==> config.mk <==
export PLATFORM = sky130hd
export DESIGN_NAME = sprc_top
export DESIGN_NICKNAME = d
export VERILOG_FILES = /design/src/sprc_pkg.sv /design/src/sprc_pulse_timer.sv /design/src/sprc_axil_slave.sv /design/src/sprc_top.sv
export SDC_FILE = /design/constraint.sdc
export NUM_CORES = 1
export LEC_CHECK = 0
export BUFFER_PORTS_ARGS = -buffer_cell sky130_fd_sc_hd__buf_4
export CAP_MARGIN = 20
export CELL_PAD_IN_SITES_DETAIL_PLACEMENT = 2
export CELL_PAD_IN_SITES_GLOBAL_PLACEMENT = 2
export CORE_ASPECT_RATIO = 2
export CORE_MARGIN = 2
export CORE_UTILIZATION = 34
export DETAILED_ROUTE_END_ITERATION = 8
export PLACE_DENSITY = 0.85
export SLEW_MARGIN = 10
export SYNTH_ARGS = -nofsm -noshare
export SYNTH_HDL_FRONTEND = slang
export SYNTH_SLANG_ARGS = --single-unit
==> constraint.sdc <==
create_clock -name MCLK -period 3.8 [get_ports MCLK]
set_clock_uncertainty 0.2 [all_clocks]
set_input_delay 0.19 -clock MCLK [delete_from_list [all_inputs] [get_ports MCLK]]
set_output_delay 0.19 -clock MCLK [all_outputs]
set_load 0.01 [all_outputs]
==> src/sprc_pkg.sv <==
package sprc_pkg;

    // register byte addresses
    localparam int          AXI_AW        = 32;
    localparam logic [31:0] REG_REVISION  = 32'h1000_000C;
    localparam logic [31:0] REG_CHIP_ID   = 32'h1000_0010;
    localparam logic [31:0] REG_PLL_CTRL  = 32'h1000_0014;
    localparam logic [31:0] REG_RST_CFG   = 32'h1000_0018;
    localparam logic [31:0] REG_RST_STAT  = 32'h1000_001C;

    // field positions
    localparam int SEC_STBY_POS   = 5;
    localparam int FIRST_STBY_POS = 4;
    localparam int SEC_BYP_POS    = 1;
    localparam int FIRST_BYP_POS  = 0;
    localparam int MAJOR_LSB      = 8;
    localparam int MINOR_LSB      = 0;
    localparam int VARIANT_POS    = 0;
    localparam int ST_POR_OUT_POS = 0;
    localparam int ST_MAN_OUT_POS = 1;
    localparam int ST_POR_IN_POS  = 2;
    localparam int ST_MAN_IN_POS  = 3;

    // reset values
    localparam logic [1:0] PLL_STBY_RST = 2'h0;
    localparam logic [1:0] PLL_BYP_RST  = 2'h0;
    localparam logic       VARIANT_RST  = 1'b0;

    // bus answers
    localparam logic [1:0] RESP_OKAY   = 2'h0;
    localparam logic [1:0] RESP_SLVERR = 2'h2;

    // timing
    localparam int MCLK_NS     = 40;
    localparam int LEAD_NS     = 80;
    localparam int LAG_NS      = 80;
    localparam int LEAD_CYC    = (LEAD_NS + MCLK_NS - 1) / MCLK_NS;
    localparam int LAG_CYC     = (LAG_NS + MCLK_NS - 1) / MCLK_NS;
    localparam int SEQ_W       = $clog2(LEAD_CYC + LAG_CYC + 1);
    localparam int PULSE_MS    = 10;
    localparam int AFE_KHZ_DEF = 1000;

    typedef enum logic [1:0] {
        MS_IDLE,
        MS_LEAD,
        MS_HOLD,
        MS_LAG
    } sprc_man_st_t;

endpackage

==> src/sprc_pulse_timer.sv <==
`timescale 1ns/100ps
module sprc_pulse_timer
    import sprc_pkg::*;
#(
    parameter int unsigned TICKS = 10000
) (
    // clock and reset
    input  wire logic clk,
    input  wire logic rst_n,
    input  wire logic ce,
    // control
    input  wire logic hold,
    input  wire logic tick,
    output logic      done
);
    localparam int CW = $clog2(TICKS + 1);

    typedef struct packed {
        logic [CW-1:0] cnt;
    } sprc_tmr_st_t;

    sprc_tmr_st_t st_ff;
    sprc_tmr_st_t nxt_st;

    assign done = (st_ff.cnt == CW'(TICKS));

    always_comb begin
        nxt_st = st_ff;
        if (hold) begin
            nxt_st.cnt = '0;
        end else if (tick && !done) begin
            nxt_st.cnt = st_ff.cnt + 1'b1;
        end
    end

    always_ff @(posedge clk or negedge rst_n) begin
        if (!rst_n) begin
            st_ff <= '0;
        end else if (ce) begin
            st_ff <= nxt_st;
        end
    end
endmodule

==> src/sprc_axil_slave.sv <==
`timescale 1ns/100ps
module sprc_axil_slave
    import sprc_pkg::*;
(
    // clock and reset
    input  wire logic              clk,
    input  wire logic              rst_n,
    input  wire logic              ce,
    // write channels
    input  wire logic [AXI_AW-1:0] awaddr,
    input  wire logic              awvalid,
    output logic                   awready,
    input  wire logic [31:0]       wdata,
    input  wire logic [3:0]        wstrb,
    input  wire logic              wvalid,
    output logic                   wready,
    output logic [1:0]             bresp,
    output logic                   bvalid,
    input  wire logic              bready,
    // read channels
    input  wire logic [AXI_AW-1:0] araddr,
    input  wire logic              arvalid,
    output logic                   arready,
    output logic [31:0]            rdata,
    output logic [1:0]             rresp,
    output logic                   rvalid,
    input  wire logic              rready,
    // register file side
    output logic                   wr_en,
    output logic [AXI_AW-1:0]      wr_addr,
    output logic [31:0]            wr_data,
    output logic [3:0]             wr_strb,
    input  wire logic              wr_ok,
    output logic                   rd_req,
    output logic [AXI_AW-1:0]      rd_addr,
    input  wire logic [31:0]       rd_data,
    input  wire logic              rd_ok
);
    typedef struct packed {
        logic              aw_full;
        logic              w_full;
        logic [AXI_AW-1:0] addr;
        logic [31:0]       data;
        logic [3:0]        strb;
        logic              bvalid;
        logic [1:0]        bresp;
        logic              rvalid;
        logic [1:0]        rresp;
        logic [31:0]       rdata;
    } sprc_axil_st_t;

    sprc_axil_st_t st_ff;
    sprc_axil_st_t nxt_st;

    assign awready = ce & ~st_ff.aw_full;
    assign wready  = ce & ~st_ff.w_full;
    assign arready = ce & ~st_ff.rvalid;
    assign wr_en   = ce & st_ff.aw_full & st_ff.w_full & ~st_ff.bvalid;
    assign wr_addr = st_ff.addr;
    assign wr_data = st_ff.data;
    assign wr_strb = st_ff.strb;
    assign rd_req  = arvalid & arready;
    assign rd_addr = araddr;
    assign bvalid  = st_ff.bvalid;
    assign bresp   = st_ff.bresp;
    assign rvalid  = st_ff.rvalid;
    assign rresp   = st_ff.rresp;
    assign rdata   = st_ff.rdata;

    always_comb begin
        nxt_st = st_ff;
        if (awvalid && awready) begin
            nxt_st.aw_full = 1'b1;
            nxt_st.addr    = awaddr;
        end
        if (wvalid && wready) begin
            nxt_st.w_full = 1'b1;
            nxt_st.data   = wdata;
            nxt_st.strb   = wstrb;
        end
        if (st_ff.bvalid && bready) begin
            nxt_st.bvalid = 1'b0;
        end
        // address and data both held: commit, then answer
        if (wr_en) begin
            nxt_st.aw_full = 1'b0;
            nxt_st.w_full  = 1'b0;
            nxt_st.bvalid  = 1'b1;
            nxt_st.bresp   = wr_ok ? RESP_OKAY : RESP_SLVERR;
        end
        if (st_ff.rvalid && rready) begin
            nxt_st.rvalid = 1'b0;
        end
        if (rd_req) begin
            nxt_st.rvalid = 1'b1;
            nxt_st.rdata  = rd_data;
            nxt_st.rresp  = rd_ok ? RESP_OKAY : RESP_SLVERR;
        end
    end

    always_ff @(posedge clk or negedge rst_n) begin
        if (!rst_n) begin
            st_ff <= '0;
        end else if (ce) begin
            st_ff <= nxt_st;
        end
    end
endmodule

==> src/sprc_top.sv <==
// Summary of operation
// - Bits 5 and 4 of the PLL control register put the second and first PLL in standby; both reset to 0.
// - Bits 1 and 0 bypass the second and first PLL, input straight to output; both reset to 0.
// - A read-only revision register holds the major number in bits 15:8, minor in its low byte.
// - A read-only chip identity register returns a fixed code and ignores writes.
// - An asserted power-on reset input drives the power-on reset output with a 10 ms pulse period.
// - An asserted manual reset input drives the manual reset output; second CPU variant pulse is 10 ms.
// - First CPU variant uses 80 ns lead and lag around the combined outputs and a 10 ms hold.
// - The manual reset input is only forwarded and never reinitialises a register of this block.
//
// Decided for this implementation: the AXI4-Lite slave port.
`timescale 1ns/100ps
module sprc_top
    import sprc_pkg::*;
#(
    parameter int          AFE_CLK_KHZ = AFE_KHZ_DEF,
    parameter int unsigned POR_TICKS   = PULSE_MS * AFE_CLK_KHZ,
    parameter int unsigned MAN_TICKS   = PULSE_MS * AFE_CLK_KHZ,
    parameter logic [7:0]  REV_MAJOR   = 8'h03,     // arbitrary
    parameter logic [7:0]  REV_MINOR   = 8'h02,     // arbitrary
    parameter logic [15:0] CHIP_ID     = 16'h5A3C   // arbitrary
) (
    // clock, reset, enable
    input  wire logic              MCLK,
    input  wire logic              RESET_N,
    input  wire logic              CE,
    // axi4-lite write
    input  wire logic [AXI_AW-1:0] AWADDR,
    input  wire logic              AWVALID,
    output logic                   AWREADY,
    input  wire logic [31:0]       WDATA,
    input  wire logic [3:0]        WSTRB,
    input  wire logic              WVALID,
    output logic                   WREADY,
    output logic [1:0]             BRESP,
    output logic                   BVALID,
    input  wire logic              BREADY,
    // axi4-lite read
    input  wire logic [AXI_AW-1:0] ARADDR,
    input  wire logic              ARVALID,
    output logic                   ARREADY,
    output logic [31:0]            RDATA,
    output logic [1:0]             RRESP,
    output logic                   RVALID,
    input  wire logic              RREADY,
    // reset pins
    input  wire logic              POWER_ON_RESET_IN_N,
    input  wire logic              MANUAL_RESET_IN_N,
    input  wire logic              FRONT_END_CLOCK_IN,
    output logic                   POWER_ON_RESET_OUT_N,
    output logic                   MANUAL_RESET_OUT_N,
    // pll controls
    output logic                   FIRST_PLL_STANDBY,
    output logic                   SECOND_PLL_STANDBY,
    output logic                   FIRST_PLL_BYPASS,
    output logic                   SECOND_PLL_BYPASS
);
    // sync bit order: 0 power-on in, 1 manual in, 2 front-end clock
    typedef struct packed {
        logic [2:0]   sy1;
        logic [2:0]   sy2;
        logic         afe_prev;
        logic [1:0]   pll_sb;
        logic [1:0]   pll_bp;
        logic         variant_sel;
        sprc_man_st_t man_st;
        logic         man_var;
        logic [SEQ_W-1:0] seq_cnt;
        logic         por_out_n;
        logic         man_out_n;
    } sprc_top_st_t;

    sprc_top_st_t      st_ff;
    sprc_top_st_t      nxt_st;
    logic              wr_en;
    logic [AXI_AW-1:0] wr_addr;
    logic [31:0]       wr_data;
    logic [3:0]        wr_strb;
    logic              wr_ok;
    logic              rd_req;
    logic [AXI_AW-1:0] rd_addr;
    logic [31:0]       rd_data;
    logic              rd_ok;
    logic              afe_tick;
    logic              por_done;
    logic              man_done;

    sprc_axil_slave u_bus (
        .clk     (MCLK),
        .rst_n   (RESET_N),
        .ce      (CE),
        .awaddr  (AWADDR),
        .awvalid (AWVALID),
        .awready (AWREADY),
        .wdata   (WDATA),
        .wstrb   (WSTRB),
        .wvalid  (WVALID),
        .wready  (WREADY),
        .bresp   (BRESP),
        .bvalid  (BVALID),
        .bready  (BREADY),
        .araddr  (ARADDR),
        .arvalid (ARVALID),
        .arready (ARREADY),
        .rdata   (RDATA),
        .rresp   (RRESP),
        .rvalid  (RVALID),
        .rready  (RREADY),
        .wr_en   (wr_en),
        .wr_addr (wr_addr),
        .wr_data (wr_data),
        .wr_strb (wr_strb),
        .wr_ok   (wr_ok),
        .rd_req  (rd_req),
        .rd_addr (rd_addr),
        .rd_data (rd_data),
        .rd_ok   (rd_ok)
    );

    // periods counted in rising front-end clock edges
    assign afe_tick = st_ff.sy2[2] & ~st_ff.afe_prev;

    sprc_pulse_timer #(.TICKS(POR_TICKS)) u_por_tmr (
        .clk   (MCLK),
        .rst_n (RESET_N),
        .ce    (CE),
        .hold  (~st_ff.sy2[0]),
        .tick  (afe_tick),
        .done  (por_done)
    );

    sprc_pulse_timer #(.TICKS(MAN_TICKS)) u_man_tmr (
        .clk   (MCLK),
        .rst_n (RESET_N),
        .ce    (CE),
        .hold  ((st_ff.man_st != MS_HOLD) | ~st_ff.sy2[1]),
        .tick  (afe_tick),
        .done  (man_done)
    );

    assign wr_ok = (wr_addr == REG_REVISION) || (wr_addr == REG_CHIP_ID) ||
                   (wr_addr == REG_PLL_CTRL) || (wr_addr == REG_RST_CFG) ||
                   (wr_addr == REG_RST_STAT);

    always_comb begin
        rd_data = '0;
        rd_ok   = 1'b1;
        case (rd_addr)
            REG_REVISION: begin
                rd_data[MAJOR_LSB +: 8] = REV_MAJOR;
                rd_data[MINOR_LSB +: 8] = REV_MINOR;
            end
            REG_CHIP_ID: begin
                rd_data[15:0] = CHIP_ID;
            end
            REG_PLL_CTRL: begin
                rd_data[SEC_STBY_POS]   = st_ff.pll_sb[1];
                rd_data[FIRST_STBY_POS] = st_ff.pll_sb[0];
                rd_data[SEC_BYP_POS]    = st_ff.pll_bp[1];
                rd_data[FIRST_BYP_POS]  = st_ff.pll_bp[0];
            end
            REG_RST_CFG: begin
                rd_data[VARIANT_POS] = st_ff.variant_sel;
            end
            REG_RST_STAT: begin
                rd_data[ST_POR_OUT_POS] = ~st_ff.por_out_n;
                rd_data[ST_MAN_OUT_POS] = ~st_ff.man_out_n;
                rd_data[ST_POR_IN_POS]  = ~st_ff.sy2[0];
                rd_data[ST_MAN_IN_POS]  = ~st_ff.sy2[1];
            end
            default: begin
                rd_ok = 1'b0;
            end
        endcase
    end

    always_comb begin
        nxt_st          = st_ff;
        nxt_st.sy1      = {FRONT_END_CLOCK_IN, MANUAL_RESET_IN_N, POWER_ON_RESET_IN_N};
        nxt_st.sy2      = st_ff.sy1;
        nxt_st.afe_prev = st_ff.sy2[2];
        // only bus writes touch the register file, never the manual reset
        if (wr_en && wr_strb[0]) begin
            if (wr_addr == REG_PLL_CTRL) begin
                nxt_st.pll_sb = {wr_data[SEC_STBY_POS], wr_data[FIRST_STBY_POS]};
                nxt_st.pll_bp = {wr_data[SEC_BYP_POS], wr_data[FIRST_BYP_POS]};
            end
            if (wr_addr == REG_RST_CFG) begin
                nxt_st.variant_sel = wr_data[VARIANT_POS];
            end
        end
        unique case (st_ff.man_st)
            MS_IDLE: begin
                if (!st_ff.sy2[1]) begin
                    nxt_st.man_var = st_ff.variant_sel;
                    nxt_st.seq_cnt = '0;
                    nxt_st.man_st  = st_ff.variant_sel ? MS_LEAD : MS_HOLD;
                end
            end
            MS_LEAD: begin
                nxt_st.seq_cnt = st_ff.seq_cnt + 1'b1;
                if (st_ff.seq_cnt == SEQ_W'(LEAD_CYC - 1)) begin
                    nxt_st.man_st = MS_HOLD;
                end
            end
            MS_HOLD: begin
                if (man_done && st_ff.sy2[1]) begin
                    nxt_st.seq_cnt = '0;
                    nxt_st.man_st  = st_ff.man_var ? MS_LAG : MS_IDLE;
                end
            end
            MS_LAG: begin
                nxt_st.seq_cnt = st_ff.seq_cnt + 1'b1;
                if (st_ff.seq_cnt == SEQ_W'(LAG_CYC - 1)) begin
                    nxt_st.man_st = MS_IDLE;
                end
            end
        endcase
        nxt_st.man_out_n = (nxt_st.man_st == MS_IDLE);
        // first variant adds power-on output inside the lead/lag window
        nxt_st.por_out_n = ~((st_ff.sy2[0] ? ~por_done : 1'b1) |
                             (nxt_st.man_st == MS_HOLD && nxt_st.man_var));
    end

    always_ff @(posedge MCLK or negedge RESET_N) begin
        if (!RESET_N) begin
            st_ff <= '{sy1: 3'h3, sy2: 3'h3, afe_prev: 1'b0,
                       pll_sb: PLL_STBY_RST, pll_bp: PLL_BYP_RST,
                       variant_sel: VARIANT_RST, man_st: MS_IDLE, man_var: 1'b0,
                       seq_cnt: '0, por_out_n: 1'b0, man_out_n: 1'b1};
        end else if (CE) begin
            st_ff <= nxt_st;
        end
    end

    assign POWER_ON_RESET_OUT_N = st_ff.por_out_n;
    assign MANUAL_RESET_OUT_N   = st_ff.man_out_n;
    assign SECOND_PLL_STANDBY   = st_ff.pll_sb[1];
    assign FIRST_PLL_STANDBY    = st_ff.pll_sb[0];
    assign SECOND_PLL_BYPASS    = st_ff.pll_bp[1];
    assign FIRST_PLL_BYPASS     = st_ff.pll_bp[0];

    a_pll_standby_write: assert property (@(posedge MCLK) disable iff (!RESET_N)
        (wr_en && wr_strb[0] && wr_addr == REG_PLL_CTRL) |=>
        (SECOND_PLL_STANDBY == $past(wr_data[5]) && FIRST_PLL_STANDBY == $past(wr_data[4])))
        else $error("pll standby bits not taken from write");

    a_pll_bypass_write: assert property (@(posedge MCLK) disable iff (!RESET_N)
        (wr_en && wr_strb[0] && wr_addr == REG_PLL_CTRL) |=>
        (SECOND_PLL_BYPASS == $past(wr_data[1]) && FIRST_PLL_BYPASS == $past(wr_data[0])))
        else $error("pll bypass bits not taken from write");

    a_revision_read: assert property (@(posedge MCLK) disable iff (!RESET_N)
        (ARVALID && ARREADY && ARADDR == REG_REVISION) |=>
        (RVALID && RRESP == RESP_OKAY && RDATA == {16'h0000, REV_MAJOR, REV_MINOR}))
        else $error("revision read returned wrong value");

    a_chip_id_read: assert property (@(posedge MCLK) disable iff (!RESET_N)
        (ARVALID && ARREADY && ARADDR == REG_CHIP_ID) |=>
        (RVALID && RDATA == {16'h0000, CHIP_ID}))
        else $error("chip identity read returned wrong value");

    a_por_in_held: assert property (@(posedge MCLK) disable iff (!RESET_N)
        (CE && !st_ff.sy2[0]) |=> !POWER_ON_RESET_OUT_N)
        else $error("power-on output released while input asserted");

    a_por_release_time: assert property (@(posedge MCLK) disable iff (!RESET_N)
        $rose(POWER_ON_RESET_OUT_N) |-> ($past(por_done) && $past(st_ff.sy2[0])))
        else $error("power-on output released before its period ended");

    a_man_second_hold: assert property (@(posedge MCLK) disable iff (!RESET_N)
        (CE && st_ff.man_st == MS_IDLE && !st_ff.sy2[1] && !st_ff.variant_sel) |=>
        (!MANUAL_RESET_OUT_N && st_ff.man_st == MS_HOLD))
        else $error("manual output not asserted for second variant");

    a_man_first_lead: assert property (@(posedge MCLK) disable iff (!RESET_N)
        (CE && st_ff.man_st == MS_IDLE && !st_ff.sy2[1] && st_ff.variant_sel) |=>
        (!MANUAL_RESET_OUT_N && st_ff.man_st == MS_LEAD) [*2] ##1
        (st_ff.man_st == MS_HOLD && !POWER_ON_RESET_OUT_N))
        else $error("first variant lead interval wrong");

    a_man_no_reinit: assert property (@(posedge MCLK) disable iff (!RESET_N)
        (CE && !st_ff.sy2[1] && !wr_en) |=>
        ($stable(st_ff.pll_sb) && $stable(st_ff.pll_bp) && $stable(st_ff.variant_sel)))
        else $error("manual reset changed a register");

    a_man_hold_input: assert property (@(posedge MCLK) disable iff (!RESET_N)
        (CE && st_ff.man_st == MS_HOLD && !st_ff.sy2[1]) |=>
        (!MANUAL_RESET_OUT_N && st_ff.man_st == MS_HOLD))
        else $error("manual output released while input asserted");

    a_por_idle_release: assert property (@(posedge MCLK) disable iff (!RESET_N)
        (CE && st_ff.sy2[0] && por_done && st_ff.man_st == MS_IDLE) |=> POWER_ON_RESET_OUT_N)
        else $error("power-on output held after its period ended");

    a_id_write_ignored: assert property (@(posedge MCLK) disable iff (!RESET_N)
        (wr_en && (wr_addr == REG_REVISION || wr_addr == REG_CHIP_ID)) |=>
        ($stable(st_ff.pll_sb) && $stable(st_ff.pll_bp) && $stable(st_ff.variant_sel)))
        else $error("write to read-only register changed state");

    a_pll_write_answer: assert property (@(posedge MCLK) disable iff (!RESET_N)
        (wr_en && wr_addr == REG_PLL_CTRL) |=>
        (BVALID && BRESP == RESP_OKAY))
        else $error("pll control write not answered okay");
endmodule

# Word-level counts from Yosys, hierarchy flattened
# Cells that the tools add are included.
# op_classes
addsub	3
n_bitwise	21
n_eq_ne	21
n_mux	30
n_reduce_logical	37
# op_table
operator	n
32-bit by 29-bit == test with 1-bit output (second input constant)	10
14-bit two-way mux	4
35-bit two-way mux	1
14-bit by 1-bit adder with 14-bit output (second input constant)	2
14-bit == test (second input constant)	2
2-bit AND reduction	10
9-bit case mux with 2 select lines	1
2-bit two-way mux	8
1-bit inverter	11
2-bit nonzero test	5
1-bit logical AND	9
3-bit case mux with 3 select lines	1
3-bit AND reduction	3
1-bit bitwise AND	8
2-bit case mux with 2 select lines	2
2-bit case mux with 4 select lines	1
1-bit two-way mux	7
2-bit == test (second input constant)	3
3-bit two-way mux	2
6-bit two-way mux	1
2-bit inequality test (second input constant)	3
1-bit case mux with 3 select lines	2
5-bit OR reduction	1
2-bit zero test	2
8 further kinds	13
# totals
regBits	111
output_inout_bits	47
input_bits	111

# Depth between registers and ports, before layout
# Gate-level depths: netlist of run 1.
# depth
word_depth	8
mapped_depth	8
mapped_depth_nobuf	7

# Hierarchy
# Synthesis of run 1 repeated with hierarchy kept, for this count alone.
# hier_totals
hier_cells	714
hier_area_um2	8144.1
# by_module_without_submodules
mod	cells_per_inst	area_each_um2	seq_area_each_um2	n_inst
sprc_axil_slave	375	5063.6	2652.5	1
sprc_top	139	1292.5	506.7	1
sprc_pulse_timer at u_por_tmr	102	895.9	350.3	1
sprc_pulse_timer at u_man_tmr	98	892.1	350.3	1

# Worst setup path before layout of run 1
# Ideal clock, no wire load.
# synth_timing
path_kind	reg2reg
from	register u_man_tmr.st_ff[2] (netlist bit)
to	register u_man_tmr.st_ff[8] (netlist bit)
t_arrival_ps	1937
required_time_ps	3475
setup_time_ps	125
period_less_slack_ps	2262
path_slack_ps	1538
path_stages_with_launch	7
path_cell_list	dfrtp_1 or4b_4 o41a_1 buf_6 nand2_4 nor2_2 mux2_4
# synth_via
elab_chain_len	5
word_cells_on_any_way	8
# synth_rtl
item	line_no	source
start, declared	sprc_pulse_timer.sv:22	sprc_tmr_st_t st_ff;
start signal, assigned	sprc_pulse_timer.sv:40	st_ff <= nxt_st;
branches (longest 5 deep; another with 14-bit by 1-bit adder with 14-bit output)	-	
# Parallel ways; which one is timed is not known. The select of a mux whose other input is x is not followed.
# A chain may end at the register's enable or synchronous reset.

# Worst setup path in the final report of run 1
# layout_timing
from	register u_bus.st_ff (netlist bit u_bus.wr_addr[9])
to	register st_ff (netlist bit FIRST_PLL_BYPASS)
# layout_via
elab_chain_len	2
# layout_rtl
item	line_no	source
start, declared	sprc_axil_slave.sv:52	sprc_axil_st_t st_ff;
start signal, assigned	sprc_axil_slave.sv:105	st_ff <= nxt_st;
32-bit by 29-bit == test with 1-bit output	sprc_top.sv:184	if (wr_addr == REG_PLL_CTRL) begin
3-bit AND reduction (no source line)	-	
end signal, assigned	sprc_top.sv:227	st_ff <= '{sy1: 3'h3, sy2: 3'h3, afe_prev: 1'b0,
end signal, assigned	sprc_top.sv:232	st_ff <= nxt_st;
end, declared	sprc_top.sv:73	sprc_top_st_t st_ff;
# Every way passes these cells.

==> results.py, run 1 <==
metrics = {
    "clock_network": {
        "cts_tree": "built",
        "htree_levels": 3,
        "post-cts-setup-buffers": 0,
        "cts-buffers-inserted": 9,
        "hold_buffers": 47,
        "clkSinkCount": 100,
        "cts_resized": 0,
        "cts.clk_slew.worst_paths_ns": 0.09,
        "clock_path_buffers": 2,
        "clock-root-buffer": "clkbuf_16",
        "clk_latency_ns": 0.36,
    },
    "die": {
        "pin_count": 158,
        "coreArea_sq_mm": 0.0143,
        "initial_core_util": 0.347,
        "die_width_microns": 89.4,
        "die-area_sq_mm": 0.0156,
        "rows": 62,
        "die_h_microns": 175,
    },
    "power_and_ir_drop": {
        "max-vdd-ir-drop_v": 0.000324,
        "total_leakage_power_nw": 2.93,
        "powerDensity_mw_per_mm2": 520,
        "p_comb_frac": 0.233,
        "pwr-share-seq": 0.470,
        "p_clk_frac": 0.297,
        "p_int_mw": 2.29,
        "swShare": 0.326,
        "p_sw_mw": 1.11,
    },
    "synth": {
        "ys_types": 53,
        "synth-async-reset-ratio": 1.00,
        "ys_ff_latch": 100,
        "synth_area_sq_mm": 0.00496,
        "netlist_top_cells_area": "dfrtp_1 (48%), mux2_2 (11%), buf_4 (5.5%)",
        "synth_top_area_cell": "dfrtp_1",
        "synth_most_common_cell": "dfrtp_1",
        "syn-mean-instance-area_sq_um": 10.7,
        "yosys-top-cells-count": "dfrtp_1 (95), mux2_2 (49), nor2_1 (47), nand2_1 (41), buf_4 (36)",
        "ys_warn_count": 0,
        "ys.flop_type": "dfrtp_1",
        "synth_top_area_share": 0.480,
        "synthCells": 464,
        "ys_seq_area_frac": 0.506,
        "synth_edf_count": 0,
    },
    "routing": {
        "drt_iter0_drc": 161,
        "dr.pass1.iters": 4,
        "drc_errors": 0,
        "drt-total-wl_microns": 16700,
        "vias_per_cell": 5.09,
        "route.vias.total": 4061,
        "ant_nets": 0,
        "wl_per_cell_microns": 20.9,
    },
    "cells_and_area": {
        "fill_cells": 1539,
        "area_growth_pct": 32.0,
        "antennaDiodeCount": 0,
        "multi_input_area_sq_mm": 0.00214,
        "final_layout_size_suffix_gt1_frac": 0.307,
        "postLayoutCellArea_sq_mm": 0.00654,
        "layoutNonFillerInstCount": 798,
        "seqCellArea_sq_mm": 0.00251,
        "final_nets": 718,
    },
    "timing": {
        "fmax_mhz": 388,
        "fin_crit_sh": 0.679,
        "worst_pin_slew_ns": 0.895,
        "finalHoldViolCount": 0,
        "hold-worst-slack_ns": 0.0113,
        "finalSetupViolations": 0,
        "slew-limit-headroom": 0.404,
        "maxSlewViolCount": 0,
        "fin_setup_tns_ns": 0,
        "fin_ws_ns": 1.22,
        "rsz0062_at_grt": "no",
        "period_needed_ns": 2.58,
    },
    "critical_path": {
        "worstPathArrival_ns": 2.62,
        "end_kind": "flop",
        "r2r_start": "u_bus.wr_addr[9]",
        "cp_max_fo": 4,
        "critical_path_class": "flop to flop",
        "reg2reg_slack_ns": 1.22,
        "ff2ff_path_depth": 5,
        "regToRegEndpoint": "FIRST_PLL_BYPASS",
        "setup.worst_path.start_class": "flop",
        "required_ns": 3.84,
    },
    "outcome": {
        "status": "finished, final reports clean",
    },
    "place": {
        "dp_hpwl_microns": 10500,
        "gp_congestion": 0.804,
        "placed_area_sq_mm": 0.00575,
        "pre_cts_slack_ns": 1.25,
        "numPortBuffers": 103,
        "dp_cells": 735,
    },
    "worst_hold_path": {
        "min_path_cells": 4,
        "hp-start": "ARADDR[6]",
        "min_path_type": "primary input to flop",
        "min_to": "u_bus.rdata[2]",
    },
    "grt": {
        "antenna_found_initial": 0,
        "grt_pass1_wl_microns": 26400,
        "grt_pass1_vias": 4815,
        "overflow": 0,
        "grt_max_degree": 69,
        "track_usage": 0.226,
    },
    "job": {
        "drv_cap": 0,
    },
}
[power groups by stage]
stage	logic, mW	registers [mW]	clock network, mW
floorplan	0.508	1.49	0
global placement	0.666	1.54	0
detailed placement	0.717	1.58	0
CTS	0.766	1.56	1.00
global route	0.870	1.63	1.06
finish	0.792	1.60	1.01
[worst max path at each step]
stage                                   from                  to  slack, ns  cells after the start
final                       u_bus.wr_addr[9]    FIRST_PLL_BYPASS       1.22                      5
after detailed placement    u_bus.wr_addr[1]  SECOND_PLL_STANDBY       1.25                      5
after floorplan           u_man_tmr.st_ff[2]  u_man_tmr.st_ff[8]       1.54                      6
after CTS                   u_bus.wr_addr[1]  SECOND_PLL_STANDBY       1.19                      5
after global placement                    CE   SECOND_PLL_BYPASS       1.30                      6
after global routing       u_bus.wr_addr[23]    FIRST_PLL_BYPASS       1.12                      5
[cell type report]
cell class | instances | share of cell area
sequential | 100 | 0.384
clock buffer | 9 | 0.0344
multi-input combinational | 321 | 0.327
tap | 192 | 0.0367
clock inverter | 7 | 0.0145
timing repair buffer | 154 | 0.195
inverter | 15 | 0.00861
[cell usage in the layout, fill, tap and decap left out, types with 6 or more instances in the layout]
master and count:
clkbuf_16 9, nand4_1 13, xnor2_1 9, nor2b_1 6, nor4_1 15, mux2_2 49, nor3_1 8, dlygate4sd3_1 47
ha_1 6, conb_1 23, nand2_1 41, nor2_1 47, o21ai_0 11, nand3_1 12, xor2_1 12, a21oi_1 14
buf_4 107, o31ai_1 7, inv_1 15, dfrtp_1 95
[worst max-delay path, cell delays in order (launching register included)]
cell,delay [ns]
dfrtp_1,0.40
nor4_1,0.56
nand3_1,0.19
nor4_1,0.39
nand3b_1,0.32
mux2_2,0.40
[flip-flops by register name, indices dropped and copies added (netlist names)]
signal,flops
u_bus.wr_addr,32
u_man_tmr.st_ff,14
u_por_tmr.st_ff,14
st_ff,10
u_bus.rdata,9
nxt_st,4
u_bus.wr_data,4
u_bus.st_ff,2
FIRST_PLL_BYPASS,1
FIRST_PLL_STANDBY,1
MANUAL_RESET_OUT_N,1
POWER_ON_RESET_OUT_N,1
SECOND_PLL_BYPASS,1
SECOND_PLL_STANDBY,1
u_bus.bresp,1
u_bus.bvalid,1
u_bus.rresp,1
u_bus.rvalid,1
u_bus.wr_strb,1
[per-layer routing]
metal | share of wire | vias up | global-route usage
met2 | 0.62 | 118 | 0.450
li1 | - | 1843 | -
met3 | 0.037 | 20 | 0.0321
met5 | 0 | - | 0
met4 | 0.022 | 0 | 0.0752
met1 | 0.32 | 2080 | 0.223
[stage by stage]
| stage | util | power [mW] |
|---|---|---|
| CTS | 0.458 | 3.33 |
| floorplan | - | 2.00 |
| global route | 0.458 | 3.56 |
| global placement | 0.403 | 2.21 |
| detailed placement | 0.403 | 2.29 |
| finish | 0.458 | 3.40 |
[cell families after synthesis]
| logic type | after synthesis | share of synthesized area |
|---|---|---|
| flip-flops | 100 | 0.506 |
| AO/OA/AOI/OAI | 50 | 0.0674 |
| buffers and inverters | 65 | 0.0783 |
| other | 1 | 0.000757 |
| XOR/XNOR | 21 | 0.0371 |
| AND/OR/NAND/NOR | 170 | 0.179 |
| multiplexers | 51 | 0.116 |
| adder cells (fa/ha/maj) | 6 | 0.0151 |
(Power assumes the default switching activity.)
==> inputs of run 2 (changes only) <==
- ABC_AREA: default -> 1
- CORE_UTILIZATION: 34 -> 27
- PLACE_DENSITY: 0.85 -> 0.76
- clock period: 3.8 -> 2.31 ns (I/O delays scaled with it)
==> run 2 against run 1 <==
  * Register-to-register slack worse by 0.92 ns
  * Combinational power is 92% higher
  * Die area is 41% higher
  * Worst hold slack worse by 0.0074 ns
  * Count of clock-buffer cells in the layout stayed put
  * Cell count is 40% higher
  * Setup slack worse by 0.94 ns
  * Global-route usage is 4.4 points lower
  * Critical path depth is 2 higher
  * Critical endpoint is now u_bus.wr_addr[31]
  * Largest power group unchanged
==> results.py, run 2 <==
metrics = {
    "clock_network": {
        "clock-root-buffer": "clkbuf_16",
        "cts_tree": "built",
        "clkSinkCount": 100,
        "post-cts-setup-buffers": 0,
        "cts-buffers-inserted": 9,
        "clk_latency_ns": 0.36,
        "htree_levels": 3,
        "clock_path_buffers": 2,
        "cts.clk_slew.worst_paths_ns": 0.08,
    },
    "synth": {
        "netlist_top_cells_area": "dfrtp_1 (43%), nand2_1 (11%), nor2_1 (7.7%)",
        "synth_most_common_cell": "nand2_1",
        "ys_types": 41,
        "synth_area_sq_mm": 0.00559,
        "ys_warn_count": 0,
        "syn-mean-instance-area_sq_um": 7.99,
        "synth_top_area_cell": "dfrtp_1",
        "synthCells": 700,
        "synth-async-reset-ratio": 1.00,
        "ys.flop_type": "dfrtp_1",
        "synth_edf_count": 0,
        "ys_seq_area_frac": 0.449,
        "ys_ff_latch": 100,
        "synth_top_area_share": 0.425,
        "yosys-top-cells-count": "nand2_1 (170), nor2_1 (114), dfrtp_1 (95), inv_1 (52), nand3_1 (43)",
    },
    "power_and_ir_drop": {
        "total_leakage_power_nw": 3.39,
        "total_power_mw": 5.56,
        "powerDensity_mw_per_mm2": 762,
        "max-vdd-ir-drop_v": 0.000482,
    },
    "grt": {
        "grt_max_degree": 38,
        "grt_pass1_wl_microns": 31500,
        "overflow": 0,
        "track_usage": 0.182,
        "grt_pass1_vias": 6041,
        "antenna_found_initial": 0,
    },
    "cells_and_area": {
        "layoutNonFillerInstCount": 1116,
        "antennaDiodeCount": 0,
        "postLayoutCellArea_sq_mm": 0.00730,
        "final_util": 0.358,
        "final_nets": 962,
        "multi_input_area_sq_mm": 0.00259,
        "largest_reg_flops": 32,
        "seqCellArea_sq_mm": 0.00251,
        "area_growth_pct": 30.6,
        "final_layout_size_suffix_gt1_frac": 0.201,
        "layout_commonest_cell": "nand2_1",
        "final_cell_mix": "nand2_1 (170), nor2_1 (114), buf_4 (109), dfrtp_1 (95), inv_1 (52)",
        "fill_cells": 2402,
    },
    "routing": {
        "dr.pass1.iters": 4,
        "drc_errors": 0,
        "wl_per_cell_microns": 17.2,
        "drt-total-wl_microns": 19200,
        "drt_iter0_drc": 161,
        "ant_nets": 0,
        "route.vias.total": 5212,
        "vias_per_cell": 4.67,
    },
    "place": {
        "numPortBuffers": 103,
        "dp_hpwl_microns": 13800,
        "gp_congestion": 0.833,
        "pre_cts_slack_ns": 0.322,
        "placed_area_sq_mm": 0.00652,
        "dp_cells": 1050,
    },
    "timing": {
        "finalHoldViolCount": 0,
        "maxSlewViolCount": 0,
        "fin_crit_sh": 0.878,
        "rsz0062_at_grt": "no",
        "fin_ws_ns": 0.281,
        "period_needed_ns": 2.03,
        "hold-worst-slack_ns": 0.00384,
        "fin_setup_tns_ns": 0,
        "fmax_mhz": 493,
        "slew-limit-headroom": 0.619,
        "worst_pin_slew_ns": 0.568,
        "finalSetupViolations": 0,
    },
    "critical_path": {
        "required_ns": 2.33,
        "worstPathArrival_ns": 2.05,
        "cp_max_fo": 37,
        "max_stage_delay_ns": 0.53,
        "critical_path_class": "primary input to flop",
        "cp_slowest_cell": "dlygate4sd3_1",
        "cp_common_cell": "buf_4",
        "path_cells": "dlygate4sd3_1 > buf_4 > inv_2 > buf_4 > nor2_4 > nand2_4 > mux2_1",
        "setup.worst_path.start_class": "primary input",
        "end_kind": "flop",
    },
    "die": {
        "die-area_sq_mm": 0.0219,
        "rows": 74,
        "die_h_microns": 207,
        "coreArea_sq_mm": 0.0204,
        "die_width_microns": 106,
        "pin_count": 158,
        "initial_core_util": 0.274,
    },
    "outcome": {
        "status": "finished, final reports clean",
    },
    "worst_hold_path": {
        "min_path_type": "primary input to flop",
    },
    "job": {
        "drv_cap": 0,
    },
}
## run 2: area by class of cell
type                    instances  share of cell area
multi-input cells             514               0.355
flip-flops and latches        100               0.344
repair buffers                161               0.186
well taps                     266              0.0456
clock buffers                   9              0.0309
inverters                      59              0.0303
clock inverters                 7             0.00806
## run 2: worst max-delay path, delay by kind of cell
family | cells | cell delay, ns
buffers and inverters | 4 | 1.04
muxes | 1 | 0.44
and+or+nand+nor | 2 | 0.43
## run 2: power breakdown
part	total, mW	switching (mW)	internal (mW)
clock	1.51	0.755	0.750
combinational	1.52	0.865	0.660
sequential	2.53	0.319	2.21
total	5.56	1.94	3.62
## run 2: cells by family (layout without fill, tap and decap cells)
kind of cell,after synthesis,in the layout,synth area share
xor gates and xnor gates,12,12,0.0188
other,1,23,0.000671
AOI/OAI and AO/OA,67,67,0.0714
DFF,100,100,0.449
adders and majority gates,6,6,0.0134
and+or+nand+nor,379,379,0.291
muxes,27,27,0.0544
buffers and inverters,108,236,0.102
## run 2: timing repair
action	in CTS	in global routing
gates resized for setup	0	0
endpoints found under the hold margin	147	0
hold buffers	50	0
## run 2: routing by layer
layer	track usage	share of wire	wire, microns
met1	0.179	0.34	6560
met2	0.373	0.60	11500
met3	0.0232	0.032	606
met4	0.0653	0.024	458
met5	0	0	0
## run 2: path summary, 6_finish.rpt
check	from	end	slack, ns	cells past startpoint
worst min register to register	u_bus.rdata[2]	u_bus.rdata[2]	0.30	2
max in group asynchronous	RESET_N	st_ff[15]	1.19	3
worst max register to register	u_man_tmr.st_ff[0]	u_man_tmr.st_ff[12]	0.30	9
worst max-delay path	CE	u_bus.wr_addr[31]	0.28	7
min in group asynchronous	RESET_N	u_por_tmr.st_ff[7]	0.07	2
worst min-delay path	ARADDR[2]	u_bus.rdata[12]	0.004	4
==> inputs of run 3 (changes only) <==
- ABC_AREA: 1 -> default
- BUFFER_PORTS_ARGS: -buffer_cell sky130_fd_sc_hd__buf_4 -> default
- CORE_UTILIZATION: 27 -> 35
- CTS_CLUSTER_SIZE: default -> 16
- DONT_BUFFER_PORTS: default -> 1
- PLACE_DENSITY: 0.76 -> 0.74
==> run 3 against run 2 <==
  * The run now ends with hold timing, setup timing left
  * Worst hold slack worse by 0.75 ns
  * Register-to-register slack worse by 0.37 ns
  * Flip-flop and latch count unchanged
  * Non-clock buffer count down 68
  * Sequential power up 6%
  * Global-route usage up 2.7 points
  * First-iteration DRC count down 12%
  * Cell area down 15%
  * Total power down 0.76%
  * Maximum frequency down 15%
  * Die area down 31%
  * Highest routed layer unchanged
==> results.py, run 3 (same netlist as run 1, synthesis figures left out) <==
metrics = {
    "power_and_ir_drop": {
        "max-vdd-ir-drop_v": 0.000538,
        "p_clk_frac": 0.280,
        "total_leakage_power_nw": 2.66,
        "p_comb_frac": 0.235,
        "swShare": 0.331,
        "total_power_mw": 5.52,
        "p_sw_mw": 1.83,
        "powerDensity_mw_per_mm2": 887,
        "p_int_mw": 3.69,
        "pwr-share-seq": 0.485,
    },
    "clock_network": {
        "clock_path_buffers": 2,
        "htree_levels": 3,
        "clock-root-buffer": "clkbuf_16",
        "hold_buffers": 70,
        "cts-buffers-inserted": 9,
        "cts_tree": "built",
        "cts.clk_slew.worst_paths_ns": 0.09,
        "clk_latency_ns": 0.35,
        "clkSinkCount": 100,
    },
    "routing": {
        "wl_per_cell_microns": 22.2,
        "drt-total-wl_microns": 16300,
        "drt_iter0_drc": 141,
        "wl_met3_microns": 550,
        "dr.pass1.iters": 4,
        "drc_errors": 0,
        "wl_met2_microns": 9700,
        "vias_per_cell": 5.25,
        "route.vias.total": 3857,
        "highest_layer": "met4",
        "ant_nets": 0,
        "wirelength_met1_microns": 5660,
    },
    "timing": {
        "worst_pin_slew_ns": 0.817,
        "fin_crit_sh": 1.03,
        "period_needed_ns": 2.38,
        "maxSlewViolCount": 0,
        "slew-limit-headroom": 0.453,
        "hold-worst-slack_ns": -0.743,
        "rsz0062_at_grt": "yes",
        "fin_ws_ns": -0.0724,
        "finalSetupViolations": 6,
        "finalHoldViolCount": 100,
        "fmax_mhz": 420,
    },
    "worst_hold_path": {
        "min_path_type": "primary input to asynchronous set/reset pin",
    },
    "die": {
        "die_width_microns": 88.1,
        "initial_core_util": 0.357,
        "die_h_microns": 172,
        "rows": 61,
        "coreArea_sq_mm": 0.0139,
        "pin_count": 158,
        "die-area_sq_mm": 0.0152,
    },
    "grt": {
        "grt_max_degree": 101,
        "grt_pass1_vias": 4369,
        "track_usage": 0.210,
        "antenna_found_initial": 0,
        "overflow": 0,
        "grt_pass1_wl_microns": 23800,
    },
    "job": {
        "drv_cap": 0,
    },
    "critical_path": {
        "critical_path_class": "flop to flop",
        "crit_family": "simple AND/OR/NAND/NOR gates",
        "cp_num_buf_inv": 4,
        "end_kind": "flop",
        "cp_slowest_cell": "dfrtp_1",
        "worstPathArrival_ns": 2.42,
        "cp_max_fo": 4,
        "required_ns": 2.34,
        "cp_common_cell": "buf_4",
        "max_stage_delay_ns": 0.42,
        "setup.worst_path.start_class": "flop",
        "path_cells": "nor4b_4 > buf_4 > nand4_1 > buf_4 > nor4_4 > buf_4 > nand3b_1 > buf_6 > mux2_2",
    },
    "outcome": {
        "violations": "hold timing, setup timing",
        "status": "complete, but fails checks",
    },
    "cells_and_area": {
        "final_nets": 657,
        "postLayoutCellArea_sq_mm": 0.00622,
        "area_growth_pct": 25.5,
        "final_layout_size_suffix_gt1_frac": 0.207,
        "layout_commonest_cell": "dfrtp_1",
        "final_cell_mix": "dfrtp_1 (95), dlygate4sd3_1 (69), mux2_2 (49), nor2_1 (47), nand2_1 (39)",
        "largest_reg_flops": 32,
        "antennaDiodeCount": 0,
        "fill_cells": 1466,
    },
    "place": {
        "numPortBuffers": 0,
        "dp_hpwl_microns": 9150,
        "gp_congestion": 0.803,
        "placed_area_sq_mm": 0.00509,
    },
}
==> run 3: final timing paths <==
| check | from | end | slack, ns | depth (start not counted) |
|---|---|---|---|---|
| worst max-delay path | u_bus.wr_addr[31] | SECOND_PLL_BYPASS | -0.07 | 9 |
| worst min-delay path | RESET_N | u_bus.rdata[12] | -0.74 | 0 |
| worst max register to register | u_bus.wr_addr[31] | SECOND_PLL_BYPASS | -0.07 | 9 |
| worst min register to register | u_bus.wr_data[5] | SECOND_PLL_STANDBY | 0.32 | 1 |
| max in group asynchronous | RESET_N | MANUAL_RESET_OUT_N | 2.40 | 0 |
| min in group MCLK | ARVALID | u_bus.rdata[9] | 0.01 | 3 |
==> run 3: timing repair <==
| action | in CTS | in global routing |
|---|---|---|
| endpoints found under the hold margin | 169 | 100 |
| endpoints found under the setup margin | 6 | 24 |
| pin swaps | 2 | 8 |
| setup buffers | 0 | 4 |
| gates resized for setup | 4 | 13 |
==> run 3: area by class of cell <==
class | instances | area, sq um | area share
clock inverters | 7 | 81.3 | 0.0131
multi-input cells | 321 | 2230 | 0.359
flip-flops and latches | 100 | 2510 | 0.403
well taps | 189 | 236 | 0.0380
clock buffers | 9 | 225 | 0.0362
inverters | 15 | 56.3 | 0.00905
repair buffers | 93 | 880 | 0.141
==> run 3: per-stage QoR <==
step / cells / setup WS, ns / util / TNS, ns / hold slack (ns)
floorplan: 486 / 0.0484 / - / 0 / -0.380
global placement: 644 / -0.0535 / 0.366 / -0.210 / -0.376
detailed placement: 644 / -0.0591 / 0.366 / -0.210 / -0.376
CTS: 730 / 0.00179 / 0.441 / 0 / -0.751
global route: 734 / -0.154 / 0.448 / -1.02 / -0.760
finish: 734 / -0.0724 / 0.448 / -0.324 / -0.743
==> run 3: power groups by stage <==
stage	clock network, mW	logic [mW]	registers, mW
3_3_place_gp	0	0.934	2.55
2_1_floorplan	0	0.835	2.45
3_5_place_dp	0	0.983	2.59
4_1_cts	1.56	1.19	2.56
6_report	1.55	1.30	2.68
5_1_grt	1.64	1.42	2.73
==> run 3: routing by layer <==
metal  vias up  GRT usage
met5         -          0
met1      1995      0.207
met4         0     0.0632
met2       107      0.427
li1       1729          -
met3        26     0.0334
